--- src/hcc_pkg.sv ---
/*
 * hcc_pkg: constants shared by the console controller and its key debouncer.
 * assumes a 40 MHz single clock; all scan rates are derived enables.
 */
package hcc_pkg;
	// ---------------------------------------------------------------
	// clock and timing
	// ---------------------------------------------------------------
	localparam int CLK_HZ           = 40000000;               // system clock rate
	localparam int SCAN_STEP_US     = 500;                    // time per scan step
	localparam int SCAN_STEP_CYC    = CLK_HZ / 1000000 * SCAN_STEP_US; // cycles per step
	localparam int DEBOUNCE_US      = 250;                    // key settle, under one row step
	localparam int DEBOUNCE_CYC     = (CLK_HZ / 1000000) * DEBOUNCE_US;
	localparam int DP_HOLD_MS       = 4;                      // decimal point hold time
	localparam int DP_HOLD_CYC      = (CLK_HZ / 1000) * DP_HOLD_MS;

	// ---------------------------------------------------------------
	// memory map (octal addresses)
	// ---------------------------------------------------------------
	localparam logic [14:0] MEM_BASE     = 15'o77400;         // lowest section address
	localparam logic [14:0] MEM_TOP      = 15'o77777;         // highest section address
	localparam logic [7:0]  RAM_LO       = 8'o160;            // start of ram overlay
	localparam logic [7:0]  RAM_HI       = 8'o177;            // end of ram overlay
	localparam logic [7:0]  DISP_OFS     = 8'o176;            // display word offset
	localparam logic [7:0]  SWITCH_OFS   = 8'o177;            // switches word offset
	localparam int          ROM_WORDS    = 256;               // rom depth
	localparam int          RAM_WORDS    = 16;                // ram depth

	// ---------------------------------------------------------------
	// io field layout
	// ---------------------------------------------------------------
	localparam int SCAN_STEPS   = 6;                          // display digits
	localparam int KEY_ROWS     = 5;                          // keyboard rows
	localparam int KEY_BITS     = 5;                          // key code width
	localparam int FUNC_LSB     = 8;                          // key code at ac bits 3..7
	localparam logic [1:0] FLAG_NONE  = 2'h0;                 // no flag op
	localparam logic [1:0] FLAG_START = 2'h1;                 // s: busy set, done clear
	localparam logic [1:0] FLAG_CLEAR = 2'h2;                 // c: both clear
	localparam logic [1:0] FLAG_PULSE = 2'h3;                 // p: done clear
endpackage

--- src/hcc_console.sv ---
/*
 * hcc_console: console controller with key register, io flags, rom/ram
 * memory section, display scanner and keyboard scanner.
 * assumes bus commands are one-cycle pulses from logic on clk; key
 * column lines and strobe arrive from pins and are synchronised here.
 */
`timescale 1ns/1ps
module hcc_console
	import hcc_pkg::*;
#(
	parameter int DP_CYC   = DP_HOLD_CYC,    // decimal point hold cycles
	parameter int STEP_CYC = SCAN_STEP_CYC,  // cycles per scan step
	parameter int DEB_CYC  = DEBOUNCE_CYC    // key settle cycles, under STEP_CYC
) (
	// clock and reset
	input  wire logic        clk,
	input  wire logic        rst_n,
	// io bus commands (one-cycle pulses)
	input  wire logic        io_read_a,      // read_input_a
	input  wire logic        io_read_c,      // read_input_c
	input  wire logic        io_write_c,     // write_output_c
	input  wire logic [1:0]  io_flag_op,     // flag op with command
	output logic [15:0]      io_data_in,     // data to host accumulator
	output logic             io_data_valid,  // io_data_in valid pulse
	output logic             io_busy,        // busy flag
	output logic             io_done,        // done flag
	output logic             io_int_req,     // interrupt request
	// memory bus
	input  wire logic        mem_start,      // operation start pulse
	input  wire logic [14:0] mem_addr,       // word address
	input  wire logic        mem_read,       // read op
	input  wire logic        mem_write,      // write op
	input  wire logic        mem_refresh,    // refresh op
	input  wire logic [15:0] mem_wdata,      // write data
	input  wire logic        mem_end,        // operation end pulse
	output logic [15:0]      mem_rdata,      // read data
	output logic             mem_rdata_oe,   // read data drive enable
	output logic             memory_inhibit_line, // keeps other memory off
	// display and keyboard
	output logic [2:0]       disp_scan,      // latched scan number
	output logic [6:0]       disp_segments,  // latched segment pattern
	output logic [5:0]       disp_cell,      // latched cell enable
	output logic             disp_point,     // decimal point
	output logic [4:0]       key_rows,       // keyboard row drive
	input  wire logic [3:0]  key_columns_pin,// column lines, one hot
	input  wire logic        key_strobe_pin  // any column active
);
	// ---------------------------------------------------------------
	// storage
	// ---------------------------------------------------------------
	logic [15:0] rom_mem [ROM_WORDS];   // console program rom
	logic [15:0] ram_mem [RAM_WORDS];   // static overlay
	logic [7:0]  addr_reg;              // latched low address
	logic        op_active_reg;         // cpu operation in progress
	logic        op_read_reg;           // latched read intent
	logic        op_write_reg;          // latched write intent
	logic        op_hit_reg;            // address in section
	logic [15:0] disp_word_reg;         // fetched display word
	logic [4:0]  key_code_reg;          // key function register
	logic [2:0]  scan_reg;              // current scan step
	logic [15:0] step_cnt_reg;          // scan step timer
	logic        step_en;               // one-cycle step enable
	logic [22:0] dp_cnt_reg;            // decimal point timer
	logic [3:0]  col_s1_reg, col_s2_reg;// column synchroniser
	logic        stb_s1_reg, stb_s2_reg;// strobe synchroniser
	logic        key_press;             // debounced press pulse
	logic [1:0]  col_code;              // encoded column
	logic [2:0]  group;                 // selected octal group

	// rom contents: console program is loaded by the build; blank here
	initial begin
		for (int i = 0; i < ROM_WORDS; i++) begin
			rom_mem[i] = 16'h0000;
		end
	end

	// ---------------------------------------------------------------
	// memory bus
	// ---------------------------------------------------------------
	// latch address and operation type at start; refresh is not decoded
	always_ff @(posedge clk) begin
		if (!rst_n) begin
			addr_reg      <= 8'h00;
			op_active_reg <= 1'b0;
			op_read_reg   <= 1'b0;
			op_write_reg  <= 1'b0;
			op_hit_reg    <= 1'b0;
		end else if (mem_start && !mem_refresh) begin
			addr_reg      <= mem_addr[7:0];
			op_active_reg <= 1'b1;
			op_read_reg   <= mem_read;
			op_write_reg  <= mem_write;
			op_hit_reg    <= (mem_addr >= MEM_BASE) && (mem_addr <= MEM_TOP);
		end else if (mem_end) begin
			op_active_reg <= 1'b0;
			op_read_reg   <= 1'b0;
			op_write_reg  <= 1'b0;
			op_hit_reg    <= 1'b0;
		end
	end

	// read path: ram overlays rom in 160-177, else rom word
	always_ff @(posedge clk) begin
		if (!rst_n) begin
			mem_rdata           <= 16'h0000;
			mem_rdata_oe        <= 1'b0;
			memory_inhibit_line <= 1'b0;
		end else if (op_active_reg && op_read_reg && op_hit_reg) begin
			if (addr_reg >= RAM_LO && addr_reg <= RAM_HI) begin
				mem_rdata <= rom_mem[addr_reg] | ram_mem[addr_reg[3:0]];
			end else begin
				mem_rdata <= rom_mem[addr_reg];
			end
			mem_rdata_oe        <= 1'b1;
			memory_inhibit_line <= 1'b1;
		end else begin
			mem_rdata           <= 16'h0000;
			mem_rdata_oe        <= 1'b0;
			memory_inhibit_line <= 1'b0;
		end
	end

	// write path: only the overlay stores; refresh never reaches here
	always_ff @(posedge clk) begin
		if (op_active_reg && op_write_reg && op_hit_reg && mem_end
				&& addr_reg >= RAM_LO && addr_reg <= RAM_HI) begin
			ram_mem[addr_reg[3:0]] <= mem_wdata;
		end
	end

	// ---------------------------------------------------------------
	// display scanner
	// ---------------------------------------------------------------
	// step timer producing one enable per scan step
	always_ff @(posedge clk) begin
		if (!rst_n) begin
			step_cnt_reg <= 16'h0000;
			step_en      <= 1'b0;
		end else if (step_cnt_reg == 16'(STEP_CYC - 1)) begin
			step_cnt_reg <= 16'h0000;
			step_en      <= 1'b1;
		end else begin
			step_cnt_reg <= step_cnt_reg + 16'h0001;
			step_en      <= 1'b0;
		end
	end

	// scan number wraps after six steps
	always_ff @(posedge clk) begin
		if (!rst_n) begin
			scan_reg <= 3'h0;
		end else if (step_en) begin
			scan_reg <= (scan_reg == 3'(SCAN_STEPS - 1)) ? 3'h0 : scan_reg + 3'h1;
		end
	end

	// display word fetch, only while cpu leaves memory idle
	always_ff @(posedge clk) begin
		if (!rst_n) begin
			disp_word_reg <= 16'h0000;
		end else if (!op_active_reg && !mem_start) begin
			disp_word_reg <= rom_mem[DISP_OFS] | ram_mem[DISP_OFS[3:0]];
		end
	end

	// octal group: scan 0 is the leftmost digit (bit 15 alone)
	always_comb begin
		unique case (scan_reg)
			3'h0:    group = {2'h0, disp_word_reg[15]};
			3'h1:    group = disp_word_reg[14:12];
			3'h2:    group = disp_word_reg[11:9];
			3'h3:    group = disp_word_reg[8:6];
			3'h4:    group = disp_word_reg[5:3];
			3'h5:    group = disp_word_reg[2:0];
			default: group = 3'h0;
		endcase
	end

	// octal to seven segment, bits gfedcba
	function automatic logic [6:0] seg_of(input logic [2:0] d);
		unique case (d)
			3'h0: seg_of = 7'h3F;
			3'h1: seg_of = 7'h06;
			3'h2: seg_of = 7'h5B;
			3'h3: seg_of = 7'h4F;
			3'h4: seg_of = 7'h66;
			3'h5: seg_of = 7'h6D;
			3'h6: seg_of = 7'h7D;
			3'h7: seg_of = 7'h07;
		endcase
	endfunction

	// latch scan number and decoded group into the driver
	always_ff @(posedge clk) begin
		if (!rst_n) begin
			disp_scan     <= 3'h0;
			disp_segments <= 7'h00;
			disp_cell     <= 6'h00;
			key_rows      <= 5'h00;
		end else if (step_en) begin
			disp_scan     <= scan_reg;
			disp_segments <= seg_of(group);
			disp_cell     <= 6'(6'h01 << scan_reg);
			key_rows      <= (scan_reg < 3'(KEY_ROWS)) ? 5'(5'h01 << scan_reg) : 5'h00;
		end
	end

	// decimal point right of last digit, held for a while per write command
	always_ff @(posedge clk) begin
		if (!rst_n) begin
			dp_cnt_reg <= 23'h0;
			disp_point <= 1'b0;
		end else if (io_write_c) begin
			dp_cnt_reg <= 23'(DP_CYC);
			disp_point <= 1'b1;
		end else if (dp_cnt_reg != 23'h0) begin
			dp_cnt_reg <= dp_cnt_reg - 23'h1;
			disp_point <= (dp_cnt_reg != 23'h1);
		end
	end

	// ---------------------------------------------------------------
	// keyboard
	// ---------------------------------------------------------------
	// pin synchronisers
	always_ff @(posedge clk) begin
		if (!rst_n) begin
			col_s1_reg <= 4'h0;
			col_s2_reg <= 4'h0;
			stb_s1_reg <= 1'b0;
			stb_s2_reg <= 1'b0;
		end else begin
			col_s1_reg <= key_columns_pin;
			col_s2_reg <= col_s1_reg;
			stb_s1_reg <= key_strobe_pin;
			stb_s2_reg <= stb_s1_reg;
		end
	end

	// column encoder
	always_comb begin
		if (col_s2_reg[3]) begin
			col_code = 2'h3;
		end else if (col_s2_reg[2]) begin
			col_code = 2'h2;
		end else if (col_s2_reg[1]) begin
			col_code = 2'h1;
		end else begin
			col_code = 2'h0;
		end
	end

	// settle time must end inside the row step that raised the strobe
	hcc_debounce #(.SETTLE_CYC(DEB_CYC)) u_debounce (
		.clk        (clk),
		.rst_n      (rst_n),
		.strobe_in  (stb_s2_reg),
		.press_pulse(key_press)
	);

	// key function register: driven row's scan number over column code;
	// scan_reg has already moved on while that row is driven
	always_ff @(posedge clk) begin
		if (!rst_n) begin
			key_code_reg <= 5'h00;
		end else if (key_press) begin
			key_code_reg <= {disp_scan, col_code};
		end
	end

	// ---------------------------------------------------------------
	// io flags and data
	// ---------------------------------------------------------------
	// busy/done; a key press setting done wins over a same-cycle clear
	always_ff @(posedge clk) begin
		if (!rst_n) begin
			io_busy <= 1'b0;
			io_done <= 1'b0;
		end else begin
			if (io_read_a || io_read_c || io_write_c) begin
				unique case (io_flag_op)
					FLAG_START: begin
						io_busy <= 1'b1;
						io_done <= 1'b0;
					end
					FLAG_CLEAR: begin
						io_busy <= 1'b0;
						io_done <= 1'b0;
					end
					FLAG_PULSE: io_done <= 1'b0;
					FLAG_NONE:  ;
				endcase
			end
			if (key_press) begin
				io_done <= 1'b1;
			end
		end
	end

	// interrupt request follows a new key code
	always_ff @(posedge clk) begin
		if (!rst_n) begin
			io_int_req <= 1'b0;
		end else if (key_press) begin
			io_int_req <= 1'b1;
		end else if ((io_read_a || io_read_c || io_write_c) && io_flag_op != FLAG_NONE) begin
			io_int_req <= 1'b0;
		end
	end

	// input data: switches word or key code; ac bit 0 is msb
	always_ff @(posedge clk) begin
		if (!rst_n) begin
			io_data_in    <= 16'h0000;
			io_data_valid <= 1'b0;
		end else if (io_read_a) begin
			io_data_in    <= rom_mem[SWITCH_OFS] | ram_mem[SWITCH_OFS[3:0]];
			io_data_valid <= 1'b1;
		end else if (io_read_c) begin
			io_data_in    <= {3'h0, key_code_reg, 8'h00};
			io_data_valid <= 1'b1;
		end else begin
			io_data_valid <= 1'b0;
		end
	end
endmodule // hcc_console

--- src/hcc_debounce.sv ---
/*
 * hcc_debounce: key strobe filter; emits one pulse per settled press.
 * assumes the strobe input is already synchronised to clk.
 */
`timescale 1ns/1ps
module hcc_debounce
	import hcc_pkg::*;
#(
	parameter int SETTLE_CYC = DEBOUNCE_CYC  // cycles a new level must hold
) (
	// clock and reset
	input  wire logic clk,
	input  wire logic rst_n,
	// strobe
	input  wire logic strobe_in,
	output logic      press_pulse
);
	logic [22:0] cnt_reg;       // settle counter
	logic        stable_reg;    // filtered level

	// ---------------------------------------------------------------
	// filter
	// ---------------------------------------------------------------
	// count while raw differs from filtered level, then flip
	always_ff @(posedge clk) begin
		if (!rst_n) begin
			cnt_reg     <= 23'h0;
			stable_reg  <= 1'b0;
			press_pulse <= 1'b0;
		end else begin
			press_pulse <= 1'b0;
			if (strobe_in == stable_reg) begin
				cnt_reg <= 23'h0;
			end else if (cnt_reg == 23'(SETTLE_CYC - 1)) begin
				cnt_reg     <= 23'h0;
				stable_reg  <= strobe_in;
				press_pulse <= strobe_in; // rising settled edge only
			end else begin
				cnt_reg <= cnt_reg + 23'h1;
			end
		end
	end
endmodule // hcc_debounce

--- config.mk ---
export PLATFORM = sky130hd
export DESIGN_NAME = hcc_console
export DESIGN_NICKNAME = d
export VERILOG_FILES = /design/src/hcc_pkg.sv /design/src/hcc_console.sv /design/src/hcc_debounce.sv
export SDC_FILE = /design/constraint.sdc
export NUM_CORES = 1
export LEC_CHECK = 0
export BUFFER_PORTS_ARGS = -buffer_cell sky130_fd_sc_hd__buf_2
export CORE_UTILIZATION = 56
export CTS_BUF_LIST = sky130_fd_sc_hd__clkbuf_4 sky130_fd_sc_hd__clkbuf_8
export DETAILED_ROUTE_END_ITERATION = 8
export GPL_TIMING_DRIVEN = 0
export HOLD_SLACK_MARGIN = 0.06
export PLACE_DENSITY = 0.75
export SKIP_LAST_GASP = 1
export SYNTH_ARGS = -nofsm -noshare
export SYNTH_HDL_FRONTEND = slang
export SYNTH_HIERARCHICAL = 1
export SYNTH_MEMORY_MAX_BITS = 65536
export SYNTH_SLANG_ARGS = --single-unit
--- constraint.sdc ---
create_clock -name clk -period 5.5 [get_ports clk]
set_clock_uncertainty 0.1 [all_clocks]
set_input_delay 0.275 -clock clk [delete_from_list [all_inputs] [get_ports clk]]
set_output_delay 0.275 -clock clk [all_outputs]
set_load 0.02 [all_outputs]
==> out/summary.txt <==
vias per inst: 5.78
Top FF cell, synth: edfxtp_1
cell area after synthesis: 16600 sq um
WS Path Type: register to register
largest family of logic cells by synthesized area: multiplexers
Clock Tree Root: clkbuf_8
CTS sink cnt: 428
Tcrit/Tclk final: 55.1%
Finish-stage setup viols: 0
met1 usage: 34.6%
adder-cell area share of the yosys netlist: 0.979%
# IOs: 108
Inst Count DP: 1677
fraction of the mapped netlist area in simple logic gates: 10.5%
die height: 174 um
commonest non-fill, non-tap cells in the layout: edfxtp_1, dfxtp_1, buf_2
Finished Layout Cells: 1843
clk slew on worst S/H paths: 60 ps
max cap viols: 0
Max transition margin: 34.7%
HP Class: primary input to register
Hold WS: 127 ps
ys async rst share: 0%
Tmin final: 3030 ps
final WL: 36500 um
Pins Over Slew Limit: 0
Worst-Margin Slew: 979 ps
Routed Antenna Nets: 0
M3 GR Usage: 3.57%
CTS max path bufs: 3
diode count: 0
WL/cell: 19.8 um
Post-synth EDFFs: 256
share of cells above drive strength 1: 23.7%
number of global-route vias before repair: 10513
Placed Instance Area: 17800 sq um
first-pass GRT wire length: 57300 um
Compound-Gate Fraction of Synth Area: 5.92%
Storage cell area: 11100 sq um
startpoint types: register
Final Hold Viols: 0
max FFs per register: 256
core area: 28900 sq um
buffers added on ports: 103
worst vdd ir: 0.000176 V
Avg Cell Area, Syn: 14.1 sq um
Post-CTS Setup Repair Bufs: 0
global route hottest layer: met2
Rows: 62
Cell Pwr Density: 335 nW/um^2
fmax: 330 MHz
commonest non-fill, non-tap cell in the layout: edfxtp_1
GRT Total Usage: 24.5%
register bit total from synthesis: 428
initial antenna violation count: 0
CTS tree: yes
Detail Placement HPWL: 24500 um
CP required: 5900 ps
design area: 19600 sq um
final setup TNS: 0 ps
post-synthesis sequential area ratio: 67.0%
initial core utilization: 57.4%
routability cong.: 0.823
pin count of the biggest net entering global routing: 17
P&R area growth vs syn: 17.8%
Post-Syn Instances: 1181
Overall Power: 6.55 mW
total number of yosys warnings: 6
# fillers: 1965
Finished Core Util: 67.7%
reg-to-reg setup timing slack: 2470 ps
mux share of post-synthesis cell area: 11.6%
Die Width: 174 um
DRT iter0 DRCs: 1065
CP max FO: 10
Final nets: 1464
Inserted Clock Buffers: 69
grt ovf: 0
pre-CTS setup slack: 2520 ps
Multi-input gate area: 5190 sq um
P_leak: 6.81 nW
Netlist cell types: 68
via count: 10661
clk_lat worst skew: 590 ps
Worst Setup End Kind: register
Arrival @ worst endpoint: 3430 ps
htree depth: 3
Mapped Nets: 1242
DRT Pass-1 Iters: 7
RSZ-0062 raised after global routing: false
DRC: 0
XOR/XNOR Fraction of Synth Area: 1.95%
Setup WS post-layout: 2470 ps
status: complete, no violations
Global Route met2 Usage: 38.9%
Die ar.: 30400 sq um
==> worst paths after layout <==
check | start | to | depth (start not counted)
worst min-delay path | mem_refresh | op_read_reg | 5
worst max-delay path | scan_reg[0] | disp_segments[3] | 9
worst min register to register | col_s1_reg[2] | col_s2_reg[2] | 1
worst max register to register | scan_reg[0] | disp_segments[3] | 9
==> cells in the mapped netlist, types with 3 or more instances <==
cell      count  area share, %
a211oi_1      6           0.27
a21o_2        3           0.16
a21oi_1      81            2.4
a31o_2        3           0.16
a31oi_1       4           0.15
and2_1       11           0.41
and3_1        8           0.30
buf_1         6           0.14
buf_2        12           0.36
clkbuf_1     46            1.0
dfxtp_1     172             21
edfxtp_1    256             46
ha_1         13           0.98
inv_1        22           0.50
mux2i_1      49            3.0
mux4_2       64            8.7
nand2_1      79            1.8
nand2b_1      4           0.15
nand3_1      23           0.69
nand3b_1      5           0.23
nand4_1      13           0.49
nand4b_1      3           0.16
nor2_1      114            2.6
nor3_1       19           0.57
nor3b_1      13           0.59
nor4_1       13           0.49
o211ai_1      6           0.27
o21a_1        4           0.18
o21ai_0       9           0.27
o22ai_1      16           0.60
o31ai_1       9           0.41
or2_2         4           0.15
or3_1         8           0.30
or4_1         6           0.27
xnor2_1      23            1.2
xor2_1       14           0.74
==> worst max-delay path: stages, from the launching register on <==
cell	delay, ps
dfxtp_1	310
clkbuf_1	310
buf_1	400
and2_1	190
ha_1	290
a221o_1	380
inv_1	130
ha_1	330
or3_1	340
o211ai_1	160
==> area by class of cell <==
type | instances | share of cell area (%)
plain buffers | 65 | 1.34
clock buffers | 99 | 6.22
clock inverters | 28 | 0.895
inverters | 23 | 0.441
multi-input cells | 665 | 26.5
flip-flops and latches | 428 | 56.9
well taps | 384 | 2.45
repair buffers | 151 | 5.29
==> repair_timing <==
item                                   CTS  global route
gates resized for setup                  0             0
endpoints found under the hold margin  286             0
hold buffers                            39             0
==> power by group <==
group          switching [mW]  total (mW)  internal (mW)
Clock                    1.23        2.72           1.49
Combinational           0.221       0.374          0.153
Sequential             0.0300        3.46           3.43
==> layer usage <==
| layer | part of all wire [%] | up-vias |
|---|---|---|
| met5 | 0 | - |
| met4 | 2.5 | 0 |
| met3 | 5.8 | 82 |
| met2 | 48 | 388 |
| met1 | 44 | 5294 |
| li1 | - | 4897 |
==> cells by family (layout without fill, tap and decap cells) <==
| group | count (synthesis) | after routing |
|---|---|---|
| xor gates and xnor gates | 37 | 37 |
| muxes | 113 | 113 |
| and+or+nand+nor | 344 | 344 |
| AOI/OAI and AO/OA | 158 | 158 |
| DFF | 428 | 428 |
| adders and majority gates | 13 | 13 |
| buffers and inverters | 88 | 366 |
(Power assumes the default switching activity.)
